`src/verilog/lhs_defs.svh`:
```
`ifndef LHS_DEFS_SVH
`define LHS_DEFS_SVH
// ----------------------------------------------------------------
// register indices, byte address is four times the index
// ----------------------------------------------------------------
`define LHS_IDX_TERM      8'h10
`define LHS_IDX_FSCALE    8'h12
`define LHS_IDX_LEVEL     8'h13
`define LHS_IDX_LINK      8'h06
// line_termination_control fields
`define LHS_TERM_HOOK     0
`define LHS_TERM_PAR      1
`define LHS_TERM_DCT_LO   2
`define LHS_TERM_DCT_HI   3
`define LHS_TERM_CLAMP    4
`define LHS_TERM_IDLEMON  5
`define LHS_TERM_MODE     6
`define LHS_TERM_RESET    8'h08
// full_scale_control fields
`define LHS_FS_FULL       0
`define LHS_FS_HEADROOM   1
`define LHS_FS_RESET      8'h00
// link control fields
`define LHS_LINK_PDN      0
`define LHS_LINK_RESET    8'h01
// line_level_status fields, code in bits 4:0
`define LHS_LVL_PRESENT   5
`define LHS_LVL_READY     6
`define LHS_LVL_LINKUP    7
// ----------------------------------------------------------------
// timing
// ----------------------------------------------------------------
`define LHS_CLK_PERIOD_NS 10
`define LHS_ID_CHECK_NS   1000
`define LHS_ID_CHECK_CYC  ((`LHS_ID_CHECK_NS + `LHS_CLK_PERIOD_NS - 1) / `LHS_CLK_PERIOD_NS)
`define LHS_OFFHOOK_SAMPLES 1548
`define LHS_GROUP_DELAY_SAMPLES 12
// ----------------------------------------------------------------
// sense scaling, inputs in quarter volt and quarter milliamp steps
// ----------------------------------------------------------------
`define LHS_V_ZERO_Q      10'd12
`define LHS_V_STEP_Q      10'd11
`define LHS_I_STEP_Q      10'd12
`define LHS_I_OVL_Q       10'd560
`define LHS_I_OVL_EU_Q    10'd216
`define LHS_CODE_MAX      5'h1F
`define LHS_CODE_I_TOP    5'h1E
`endif

```
`src/verilog/lhs_pkg.sv`:
```
package lhs_pkg;
  typedef enum logic [1:0] {
    LHS_DCT_LOWV  = 2'b00,
    LHS_DCT_JAPAN = 2'b01,
    LHS_DCT_FCC   = 2'b10,
    LHS_DCT_EURO  = 2'b11
  } lhs_dct_t;
  typedef enum logic [3:0] {
    LINK_OFF   = 4'b0001,
    LINK_CHECK = 4'b0010,
    LINK_UP    = 4'b0100,
    LINK_FAIL  = 4'b1000
  } lhs_link_st_t;
  typedef enum logic [2:0] {
    HOOK_ON     = 3'b001,
    HOOK_SETTLE = 3'b010,
    HOOK_READY  = 3'b100
  } lhs_hook_st_t;
  typedef enum logic [3:0] {
    SRC_NONE    = 4'b0001,
    SRC_VOLTAGE = 4'b0010,
    SRC_CURRENT = 4'b0100,
    SRC_MONITOR = 4'b1000
  } lhs_sense_src_t;
endpackage

```
`src/verilog/lhs_sense_coder.sv`:
```
`timescale 1ns/10ps
`include "lhs_defs.svh"
module lhs_sense_coder import lhs_pkg::*; (
  // measurements
  input  wire logic [9:0]     line_voltage,
  input  wire logic [9:0]     loop_current,
  input  wire logic [4:0]     monitor_data,
  // selection
  input  wire lhs_sense_src_t src,
  input  wire logic           euro_mode,
  // code
  output logic [4:0]          code
);
  // voltage: below 3 V is zero, then 2.75 V a count up to full scale
  function automatic logic [4:0] volt_code(input logic [9:0] v);
    logic [9:0] q;
    q = 10'h000;
    if (v < `LHS_V_ZERO_Q) begin
      volt_code = 5'h00;
    end else begin
      q = 10'((v - `LHS_V_ZERO_Q) / `LHS_V_STEP_Q) + 10'h001;
      volt_code = (q > 10'(`LHS_CODE_MAX)) ? `LHS_CODE_MAX : q[4:0];
    end
  endfunction

  // current: 3 mA a count, all ones reserved for overload
  function automatic logic [4:0] curr_code(input logic [9:0] i,
                                           input logic       eu);
    logic [9:0] q;
    logic       ovl;
    ovl = eu ? (i > `LHS_I_OVL_EU_Q) : (i > `LHS_I_OVL_Q);
    q   = i / `LHS_I_STEP_Q;
    if (ovl) begin
      curr_code = `LHS_CODE_MAX;
    end else if (q > 10'(`LHS_CODE_I_TOP)) begin
      curr_code = `LHS_CODE_I_TOP;
    end else begin
      curr_code = q[4:0];
    end
  endfunction

  // source select
  always_comb begin
    case (src)
      SRC_VOLTAGE: code = volt_code(line_voltage);
      SRC_CURRENT: code = curr_code(loop_current, euro_mode);
      SRC_MONITOR: code = monitor_data;
      default:     code = 5'h00;
    endcase
  end
endmodule

```
`src/verilog/lhs_ahb_slave.sv`:
```
`timescale 1ns/10ps
module lhs_ahb_slave (
  // clock and reset
  input  wire logic        hclk,
  input  wire logic        hresetn,
  // ahb-lite
  input  wire logic        hsel,
  input  wire logic [31:0] haddr,
  input  wire logic [1:0]  htrans,
  input  wire logic        hwrite,
  input  wire logic [2:0]  hsize,
  input  wire logic [31:0] hwdata,
  input  wire logic        hready,
  output logic             hreadyout,
  output logic             hresp,
  output logic [31:0]      hrdata,
  // register side
  output logic [7:0]       rd_index,
  input  wire logic [7:0]  rd_data,
  input  wire logic        rd_hit,
  output logic             wr_en,
  output logic [7:0]       wr_index,
  output logic [7:0]       wr_data
);
  logic        wr_pend;
  logic [7:0]  wr_idx;
  logic        next_wr_pend;
  logic [7:0]  next_wr_idx;
  logic [31:0] next_hrdata;
  logic        take;
  logic        in_map;

  assign hreadyout = 1'b1;
  assign hresp     = 1'b0;
  assign rd_index  = haddr[9:2];
  assign wr_en     = wr_pend;
  assign wr_index  = wr_idx;
  assign wr_data   = hwdata[7:0];

  // address phase capture; read data registered for the data phase
  always_comb begin
    take         = hsel & htrans[1] & hready;
    in_map       = (haddr[31:10] == 22'h000000) & (haddr[1:0] == 2'h0)
                   & (hsize == 3'h2);
    next_wr_pend = take & hwrite & in_map;
    next_wr_idx  = take ? haddr[9:2] : wr_idx;
    next_hrdata  = hrdata;
    if (take & ~hwrite) begin
      next_hrdata = (in_map & rd_hit) ? {24'h000000, rd_data} : 32'h0;
    end
  end

  always_ff @(posedge hclk or negedge hresetn) begin
    if (!hresetn) begin
      wr_pend <= 1'b0;
      wr_idx  <= 8'h00;
      hrdata  <= 32'h00000000;
    end else begin
      wr_pend <= next_wr_pend;
      wr_idx  <= next_wr_idx;
      hrdata  <= next_hrdata;
    end
  end
endmodule

```
`src/verilog/lhs_line_ctrl.sv`:
```
// Added by the designer: the AHB-Lite slave port.
`timescale 1ns/10ps
`include "lhs_defs.svh"
// ----------------------------------------------------------------
// ----------------------------------------------------------------
module lhs_line_ctrl import lhs_pkg::*; #(
  parameter logic [7:0] EXPECTED_PART_ID = 8'h5A // arbitrary value
) (
  // clock and reset
  input  wire logic        hclk,
  input  wire logic        hresetn,
  // ahb-lite register bus
  input  wire logic        hsel,
  input  wire logic [31:0] haddr,
  input  wire logic [1:0]  htrans,
  input  wire logic        hwrite,
  input  wire logic [2:0]  hsize,
  input  wire logic [31:0] hwdata,
  input  wire logic        hready,
  output logic             hreadyout,
  output logic             hresp,
  output logic [31:0]      hrdata,
  // line side inputs (asynchronous)
  input  wire logic [7:0]  part_id_pin,
  input  wire logic        line_present_pin,
  input  wire logic [9:0]  line_voltage_pin,
  input  wire logic [9:0]  loop_current_pin,
  input  wire logic [4:0]  monitor_data_pin,
  // sample rate strobe (same clock)
  input  wire logic        sample_tick,
  // link and line controls
  output logic             link_enable,
  output logic             link_fault,
  output logic             hook_drive,
  output logic             line_data_valid,
  output logic [1:0]       dc_termination_mode,
  output logic             parallel_operation,
  output logic             current_clamp,
  output logic             full_scale_high,
  output logic             line_headroom_select
);
  // ----------------------------------------------------------------
  // declarations
  // ----------------------------------------------------------------
  logic [7:0]     rd_index;
  logic [7:0]     rd_data;
  logic           rd_hit;
  logic           wr_en;
  logic [7:0]     wr_index;
  logic [7:0]     wr_data;
  logic [7:0]     term_ctl;
  logic [7:0]     fs_ctl;
  logic [7:0]     link_ctl;
  logic [7:0]     next_term_ctl;
  logic [7:0]     next_fs_ctl;
  logic [7:0]     next_link_ctl;
  logic [33:0]    sync1;
  logic [33:0]    sync2;
  logic [7:0]     part_id_s;
  logic           line_present_s;
  logic [9:0]     line_voltage_s;
  logic [9:0]     loop_current_s;
  logic [4:0]     monitor_data_s;
  lhs_link_st_t   link_st;
  lhs_link_st_t   next_link_st;
  logic [7:0]     id_cnt;
  logic [7:0]     next_id_cnt;
  lhs_hook_st_t   hook_st;
  lhs_hook_st_t   next_hook_st;
  logic [10:0]    settle_cnt;
  logic [10:0]    next_settle_cnt;
  lhs_sense_src_t sense_src;
  logic [4:0]     sense_code;
  logic [4:0]     next_sense_code;
  logic [4:0]     coder_out;
  logic           link_up;
  logic           seize;
  logic [7:0]     next_outs;
  logic [7:0]     outs;

  localparam logic [7:0]  ID_WAIT = 8'(`LHS_ID_CHECK_CYC);
  localparam logic [10:0] SETTLE_LAST =
    11'(`LHS_OFFHOOK_SAMPLES - 1);

  // ----------------------------------------------------------------
  // bus slave
  // ----------------------------------------------------------------
  lhs_ahb_slave u_bus (
    .hclk      (hclk),
    .hresetn   (hresetn),
    .hsel      (hsel),
    .haddr     (haddr),
    .htrans    (htrans),
    .hwrite    (hwrite),
    .hsize     (hsize),
    .hwdata    (hwdata),
    .hready    (hready),
    .hreadyout (hreadyout),
    .hresp     (hresp),
    .hrdata    (hrdata),
    .rd_index  (rd_index),
    .rd_data   (rd_data),
    .rd_hit    (rd_hit),
    .wr_en     (wr_en),
    .wr_index  (wr_index),
    .wr_data   (wr_data)
  );

  // ----------------------------------------------------------------
  // input synchronisers
  // ----------------------------------------------------------------
  // two stages; only the second stage is read by logic
  always_ff @(posedge hclk or negedge hresetn) begin
    if (!hresetn) begin
      sync1 <= 34'h0;
      sync2 <= 34'h0;
    end else begin
      sync1 <= {part_id_pin, line_present_pin, line_voltage_pin,
                loop_current_pin, monitor_data_pin};
      sync2 <= sync1;
    end
  end

  assign part_id_s      = sync2[33:26];
  assign line_present_s = sync2[25];
  assign line_voltage_s = sync2[24:15];
  assign loop_current_s = sync2[14:5];
  assign monitor_data_s = sync2[4:0];

  // ----------------------------------------------------------------
  // register file
  // ----------------------------------------------------------------
  // read decode; status register shows live block state
  function automatic logic [8:0] read_reg(input logic [7:0] idx);
    if (idx == `LHS_IDX_TERM) begin
      read_reg = {1'b1, term_ctl};
    end else if (idx == `LHS_IDX_FSCALE) begin
      read_reg = {1'b1, fs_ctl};
    end else if (idx == `LHS_IDX_LEVEL) begin
      read_reg = {1'b1, link_up, hook_st == HOOK_READY,
                  line_present_s, sense_code};
    end else if (idx == `LHS_IDX_LINK) begin
      read_reg = {1'b1, link_ctl};
    end else begin
      read_reg = 9'h000;
    end
  endfunction

  // process form so that register changes also refresh the read data
  always_comb begin
    {rd_hit, rd_data} = read_reg(rd_index);
  end

  // writes; the status index takes no write
  always_comb begin
    next_term_ctl = term_ctl;
    next_fs_ctl   = fs_ctl;
    next_link_ctl = link_ctl;
    if (wr_en) begin
      if (wr_index == `LHS_IDX_TERM) begin
        next_term_ctl = {1'b0, wr_data[6:0]};
      end else if (wr_index == `LHS_IDX_FSCALE) begin
        next_fs_ctl = {6'h00, wr_data[1:0]};
      end else if (wr_index == `LHS_IDX_LINK) begin
        next_link_ctl = {7'h00, wr_data[`LHS_LINK_PDN]};
      end else begin
        next_link_ctl = link_ctl;
      end
    end
  end

  always_ff @(posedge hclk or negedge hresetn) begin
    if (!hresetn) begin
      term_ctl <= `LHS_TERM_RESET;
      fs_ctl   <= `LHS_FS_RESET;
      link_ctl <= `LHS_LINK_RESET;
    end else begin
      term_ctl <= next_term_ctl;
      fs_ctl   <= next_fs_ctl;
      link_ctl <= next_link_ctl;
    end
  end

  // ----------------------------------------------------------------
  // isolation link start and identity check
  // ----------------------------------------------------------------
  // a failed check locks the link out until reset
  always_comb begin
    next_link_st = link_st;
    next_id_cnt  = id_cnt;
    case (link_st)
      LINK_OFF: begin
        next_id_cnt = 8'h00;
        if (!link_ctl[`LHS_LINK_PDN]) begin
          next_link_st = LINK_CHECK;
        end
      end
      LINK_CHECK: begin
        next_id_cnt = id_cnt + 8'h01;
        if (link_ctl[`LHS_LINK_PDN]) begin
          next_link_st = LINK_OFF;
        end else if (id_cnt == ID_WAIT - 8'h01) begin
          next_link_st = (part_id_s == EXPECTED_PART_ID)
                         ? LINK_UP : LINK_FAIL;
        end
      end
      LINK_UP: begin
        if (link_ctl[`LHS_LINK_PDN]) begin
          next_link_st = LINK_OFF;
        end
      end
      LINK_FAIL: next_link_st = LINK_FAIL;
      default:   next_link_st = LINK_OFF;
    endcase
  end

  always_ff @(posedge hclk or negedge hresetn) begin
    if (!hresetn) begin
      link_st <= LINK_OFF;
      id_cnt  <= 8'h00;
    end else begin
      link_st <= next_link_st;
      id_cnt  <= next_id_cnt;
    end
  end

  assign link_up = (link_st == LINK_UP);
  assign seize   = link_up & term_ctl[`LHS_TERM_HOOK];

  // ----------------------------------------------------------------
  // off-hook settling
  // ----------------------------------------------------------------
  // counts sample periods, group delay included in the total
  always_comb begin
    next_hook_st    = hook_st;
    next_settle_cnt = settle_cnt;
    case (hook_st)
      HOOK_ON: begin
        next_settle_cnt = 11'h000;
        if (seize) begin
          next_hook_st = HOOK_SETTLE;
        end
      end
      HOOK_SETTLE: begin
        if (!seize) begin
          next_hook_st = HOOK_ON;
        end else if (sample_tick) begin
          next_settle_cnt = settle_cnt + 11'h001;
          if (settle_cnt == SETTLE_LAST) begin
            next_hook_st = HOOK_READY;
          end
        end
      end
      HOOK_READY: begin
        if (!seize) begin
          next_hook_st = HOOK_ON;
        end
      end
      default: next_hook_st = HOOK_ON;
    endcase
  end

  always_ff @(posedge hclk or negedge hresetn) begin
    if (!hresetn) begin
      hook_st    <= HOOK_ON;
      settle_cnt <= 11'h000;
    end else begin
      hook_st    <= next_hook_st;
      settle_cnt <= next_settle_cnt;
    end
  end

  // ----------------------------------------------------------------
  // line level sense
  // ----------------------------------------------------------------
  // source chosen by hook state, idle monitor and mode bits
  always_comb begin
    if (!link_up) begin
      sense_src = SRC_NONE;
    end else if (seize) begin
      sense_src = SRC_CURRENT;
    end else if (term_ctl[`LHS_TERM_IDLEMON]) begin
      sense_src = SRC_MONITOR;
    end else if (term_ctl[`LHS_TERM_MODE]) begin
      sense_src = SRC_VOLTAGE;
    end else begin
      sense_src = SRC_NONE;
    end
  end

  lhs_sense_coder u_coder (
    .line_voltage (line_voltage_s),
    .loop_current (loop_current_s),
    .monitor_data (monitor_data_s),
    .src          (sense_src),
    .euro_mode    (term_ctl[`LHS_TERM_DCT_HI:`LHS_TERM_DCT_LO]
                   == LHS_DCT_EURO),
    .code         (coder_out)
  );

  // refreshed every cycle
  always_comb begin
    next_sense_code = coder_out;
  end

  always_ff @(posedge hclk or negedge hresetn) begin
    if (!hresetn) begin
      sense_code <= 5'h00;
    end else begin
      sense_code <= next_sense_code;
    end
  end

  // ----------------------------------------------------------------
  // registered line controls
  // ----------------------------------------------------------------
  // clamp only acts in the European mode
  always_comb begin
    next_outs[0]   = link_up;
    next_outs[1]   = (link_st == LINK_FAIL);
    next_outs[2]   = seize;
    next_outs[3]   = (hook_st == HOOK_READY) & seize;
    next_outs[4]   = term_ctl[`LHS_TERM_PAR];
    next_outs[5]   = term_ctl[`LHS_TERM_CLAMP]
                     & (term_ctl[`LHS_TERM_DCT_HI:`LHS_TERM_DCT_LO]
                        == LHS_DCT_EURO);
    next_outs[6]   = fs_ctl[`LHS_FS_FULL];
    next_outs[7]   = fs_ctl[`LHS_FS_HEADROOM];
  end

  always_ff @(posedge hclk or negedge hresetn) begin
    if (!hresetn) begin
      outs                <= 8'h00;
      dc_termination_mode <= LHS_DCT_FCC;
    end else begin
      outs                <= next_outs;
      dc_termination_mode <=
        term_ctl[`LHS_TERM_DCT_HI:`LHS_TERM_DCT_LO];
    end
  end

  assign link_enable          = outs[0];
  assign link_fault           = outs[1];
  assign hook_drive           = outs[2];
  assign line_data_valid      = outs[3];
  assign parallel_operation   = outs[4];
  assign current_clamp        = outs[5];
  assign full_scale_high      = outs[6];
  assign line_headroom_select = outs[7];
endmodule

```
`config.mk`:
```
export PLATFORM = sky130hd
export DESIGN_NAME = lhs_line_ctrl
export DESIGN_NICKNAME = d
export VERILOG_FILES = /design/src/verilog/lhs_pkg.sv /design/src/verilog/lhs_sense_coder.sv /design/src/verilog/lhs_ahb_slave.sv /design/src/verilog/lhs_line_ctrl.sv
export VERILOG_INCLUDE_DIRS = /design/src /design/src/verilog
export SDC_FILE = /design/constraint.sdc
export NUM_CORES = 1
export LEC_CHECK = 0
export ABC_AREA = 1
export BUFFER_PORTS_ARGS = -buffer_cell sky130_fd_sc_hd__clkbuf_2
export CAP_MARGIN = 10
export CORE_UTILIZATION = 30
export DETAILED_ROUTE_END_ITERATION = 8
export GPL_ROUTABILITY_DRIVEN = 0
export HOLD_SLACK_MARGIN = 0.12
export PLACE_DENSITY = 0.46
export SLEW_MARGIN = 25
export SYNTH_ARGS = -nofsm -noshare
export SYNTH_HDL_FRONTEND = slang
export SYNTH_HIERARCHICAL = 1
export SYNTH_SLANG_ARGS = --single-unit
```
`constraint.sdc`:
```
create_clock -name hclk -period 9.95 [get_ports hclk]
set_clock_uncertainty 0.05 [all_clocks]
set_input_delay 2.985 -clock hclk [delete_from_list [all_inputs] [get_ports hclk]]
set_output_delay 2.985 -clock hclk [all_outputs]
set_load 0.02 [all_outputs]
```
======== Word-level counts from Yosys, hierarchy flattened ========
Cells that the tools add are included.
word-level totals
  input port bits ......................... 109
  register bits ........................... 160
  word-level logic and storage cells ...... 112
cells by class
  eq/ne operators ......................... 31
  div/mod/pow operators ................... 2
  add/subtract/negate cells ............... 4
  magnitude comparators ................... 5
  reductions and logical operators ........ 10
  muxes and demuxes ....................... 31
  bitwise logic cells ..................... 14
operators with widths
  operator                 count
  $eq A8 B5 Y1 const B     5
  $mux W9                  4
  $mux W4                  8
  $logic_not A22 Y1        1
  $mux W11                 2
  $pmux W11 S2             1
  $div A10 B4 Y10 const B  2
  $gt A10 B5 Y1 const B    2
  $mux W5                  4
  $eq A8 B3 Y1 const B     2
  $eq A8 B7 Y1 const B     2
  $pmux W4 S4              1
  $pmux W8 S2              1
  $mux W3                  5
  $pmux W5 S3              1
  $ne A2 B2 Y1 const B     6
  $add A11 B1 Y11 const B  1
  $and A1 B1 Y1            11
  $eq A11 B11 Y1 const B   1
  $add A10 B1 Y10 const B  1
  $gt A10 B10 Y1 const B   1
  $gt A10 B8 Y1 const B    1
  $lt A10 B4 Y1 const B    1
  $sub A10 B4 Y10 const B  1
  20 further kinds         32

======== Depth between registers and ports, before layout ========
  word-level depth ........................ 7
  mapped depth ............................ 50
  mapped depth without buffers ............ 50

======== By module ========
Netlist, hierarchy kept.
by module, submodules not included
  module           seq. area each (µm²)  instances  cells each  area each (µm²)
  lhs_line_ctrl    2984.1                1          423         4473.0
  lhs_sense_coder  0.0                   1          322         1724.2
  lhs_ahb_slave    425.4                 1          168         1206.2

======== Worst setup path before layout ========
OpenSTA, ideal clock, no wires.
  path kind ............................... reg2reg
  from .................................... register sync2[17]
  to ...................................... register sense_code[3]
  required time ........................... 9.779 ns
  arrival ................................. 4.812 ns
  library setup time ...................... 0.121 ns
  path buffers ............................ 0
  slack ................................... 4.967 ns
  clock period less this slack ............ 4.983 ns
  cell stages (with the launch flop) ...... 46
  cells stage by stage .................... dfrtp_1 ha_1 nor2_2 nand3_2 xor2_2 nand2_4 nand2_4 nand2_2 nand3_1 nand2_1 inv_2 nand2_4 nand2_2 nand2_4 nor2_4 nand2_4 nand2_4 nand2_2 [10 not listed] nand2_1 inv_1 ha_1 inv_1 nand3_2 a21oi_4 nand2_4 a21oi_2 nand3_4 ha_1 nand3_1 o21ai_0 inv_1 nand3_1 nand2_2 nand2_1 nand2_1 nand2_1
on the way
  cells in the longest elaborated chain, start to end .. 7
RTL lines
  element                           line                   text
  start, declared                   lhs_line_ctrl.sv:58    logic [33:0] sync2;
  start signal, assigned            lhs_line_ctrl.sv:120   sync2 <= sync1;
  $sub A10 B4 Y10 (no source line)  --
  $div A10 B4 Y10 (no source line)  --
  $add A10 B1 Y10                   lhs_sense_coder.sv:21  q = 10'((v - `LHS_V_ZERO_Q) / `LHS_V_STEP_Q) + 10'h001;
  $gt A10 B5 Y1                     lhs_sense_coder.sv:22  volt_code = (q > 10'(`LHS_CODE_MAX)) ? `LHS_CODE_MAX : q[4:0];
  $mux W5                           lhs_sense_coder.sv:22
  $mux W5 (*)                       lhs_sense_coder.sv:18  if (v < `LHS_V_ZERO_Q) begin
  $pmux W5 S3 (*)                   lhs_sense_coder.sv:44  case (src)
  net coder_out[3]                  lhs_line_ctrl.sv:75    logic [4:0] coder_out;
  end signal, assigned              lhs_line_ctrl.sv:310   sense_code <= next_sense_code;
  end, declared                     lhs_line_ctrl.sv:73    logic [4:0] sense_code;
The timed path passes the listed nets; every way through them passes the cells marked *.
A chain may end at the register's enable or synchronous reset.

======== Worst setup path after layout ========
  from .................................... register sync2[17]
  to ...................................... register sense_code[0]
The elaborated chain is that of the path after synthesis.

==> flow_metrics.env <==
export IMPL_status="finished clean"
export IMPL_p_leak_uw=0.00436
export IMPL_multiInputGateArea_um2=3220
export IMPL_grt_antenna_before_repair=0
export IMPL_clk_pin_slew_ns=0.06
export IMPL_syn_area_um2=7400
export IMPL_reg2regPathDepth=45
export IMPL_critPathLaunchType="flip-flop"
export IMPL_reg2reg_slack_ns=4.31
export IMPL_clockBufferDepth=2
export IMPL_wirelength_um=15600
export IMPL_cts_sink_count=136
export IMPL_drtIter0Drc=279
export IMPL_crit_type="reg2reg"
export IMPL_reg2reg_to="sense_code[0]$_DFF_PN0_"
export IMPL_synthCells=912
export IMPL_drc=0
export IMPL_worstMarginPinSlew_ns=0.718
export IMPL_h_tree_depth=4
export IMPL_cp_end_kind="flip-flop"
export IMPL_grt_pass1_vias=5521
export IMPL_cts_tree="done"
export IMPL_hold_buffers=0
export IMPL_yosysWarnings=6
export IMPL_numPortBuffers=100
export IMPL_peakVddDrop_uv=96.0
export IMPL_slew_violations=0
export IMPL_start_util=0.305
export IMPL_grt_util_met2=0.214
export IMPL_totalNegativeSetupSlack_ns=0
export IMPL_timing_final_ws_setup_ns=4.31
export IMPL_cp_required_ns=10.19
export IMPL_grt_overflow_total=0
export IMPL_grtUsageTotal=0.133
export IMPL_dr_pass1_iters=5
export IMPL_coreArea_um2=24200
export IMPL_post_route_period_util=0.567
export IMPL_cp_max_fo=7
export IMPL_slew_headroom=0.517
export IMPL_finalHoldViolCount=0
export IMPL_reg2reg_from="sync2[17]$_DFF_PN0_"
export IMPL_hold_start="sync1[24]$_DFF_PN0_"
export IMPL_clk_latency_ns=0.42
export IMPL_grt_max_degree=75
export IMPL_busiest_layer="met2"
export IMPL_pwr_density_cell_nw_per_um2=199
export IMPL_rows=57
export IMPL_cts_made_buffers=17
export IMPL_finalCriticalPeriod_ns=5.64
export IMPL_ios=153
export IMPL_cts_setup_buffers=0
export IMPL_dieArea_um2=25300
export IMPL_drive_gt1_frac=0.242
export IMPL_syn_area_per_cell_um2=8.11
export IMPL_die_x_um=159
export IMPL_utilization=0.355
export IMPL_pre_cts_slack_ns=4.26
export IMPL_via_count=5782
export IMPL_viasPerCell=4.31
export IMPL_finalSetupViolations=0
export IMPL_fmax_mhz=177
export IMPL_antenna_left=0
export IMPL_cap_violations=0
export IMPL_min_to="sync2[24]$_DFF_PN0_"
export IMPL_fillCellCount=2581
export IMPL_syn2layout_area_growth_pct=16.5
export IMPL_use_met1=0.176
export IMPL_cts_resized_gates=0
export IMPL_path_common_cell="nand2_4"
export IMPL_met3_usage=0.0318
export IMPL_min_path_cells=0
export IMPL_diodes=0
export IMPL_grt_pass1_wl_um=27000
export IMPL_hpwl_um=11800
export IMPL_cts_root_buf="clkbuf_16"
export IMPL_rsz0062_at_grt="false"
export IMPL_wl_per_cell_um=11.7
export IMPL_cpPeakStageDelay_ns=0.46
export IMPL_slowest_stage="dfrtp_1"
export IMPL_nNetsFinal=1121
export IMPL_fp_dieH_um=159
export IMPL_hp_class="reg2reg"
export IMPL_arrival_ns=5.88
export IMPL_seqCellArea_um2=3410
==> worst max-delay path: cells and delay by family (launching register included) <==
kind	cells	cell delay (ns)
AND/OR/NAND/NOR	33	3.26
AO/OA/AOI/OAI	3	0.47
flip-flops	1	0.46
adder cells (fa/ha/maj)	3	0.67
buffers and inverters	5	0.35
XOR/XNOR	1	0.24
==> layer usage <==
metal,vias up,wire [µm]
li1,3019,-
met1,2652,7760
met2,109,7250
met3,2,548
met4,0,74
met5,-,0
==> flip-flops by register name, indices dropped and copies added, names as in the netlist, 5 cells and up <==
| register | flops |
|---|---|
| sync1 | 34 |
| sync2 | 34 |
| settle_cnt | 11 |
| id_cnt | 8 |
| outs | 8 |
| u_bus/hrdata | 8 |
| u_bus/wr_index | 8 |
| term_ctl | 7 |
| sense_code | 5 |
==> layout by cell type (no fill, tap or decap), drive strengths merged, types with 14 or more instances in the layout <==
cell    instances
dfrtp         131
o21ai          39
nor3           19
nor2          109
clkbuf        116
inv           132
nand3          79
conb           26
a21oi          29
nand4          14
nand2         263
==> power by group <==
part / switching, µW / internal (µW) / total [µW]
Sequential: 11.6 / 574 / 586
Combinational: 320 / 172 / 492
Clock: 259 / 376 / 635
==> cell type report <==
cell class | instances | area share
tap | 324 | 0.0471
sequential | 136 | 0.396
clock inverter | 14 | 0.0190
inverter | 125 | 0.0545
clock buffer | 17 | 0.0494
timing repair buffer | 101 | 0.0601
multi-input combinational | 625 | 0.374
==> through the flow <==
step                      total power, µW  instances  hold slack (ns)  instance area (µm²)
after floorplan                      1010        936            0.281                 7490
after global placement               1090       1311            0.283                 8020
after detailed placement             1090       1311            0.285                 8020
after CTS                            1740       1342            0.294                 8610
after global routing                 1850       1342            0.301                 8610
final                                1710       1342            0.295                 8610
==> worst max path at each step <==
stage,start,end,slack (ns),depth (start not counted)
after floorplan,sync2[17]$_DFF_PN0_,sense_code[3]$_DFF_PN0_,4.97,45
after global placement,sync2[17]$_DFF_PN0_,sense_code[1]$_DFF_PN0_,4.26,45
after detailed placement,sync2[17]$_DFF_PN0_,sense_code[0]$_DFF_PN0_,4.26,41
after CTS,sync2[17]$_DFF_PN0_,sense_code[0]$_DFF_PN0_,4.22,45
after global routing,sync2[17]$_DFF_PN0_,sense_code[1]$_DFF_PN0_,3.62,47
final,sync2[17]$_DFF_PN0_,sense_code[0]$_DFF_PN0_,4.31,45
Note: power is estimated with default switching activity, not from simulation.
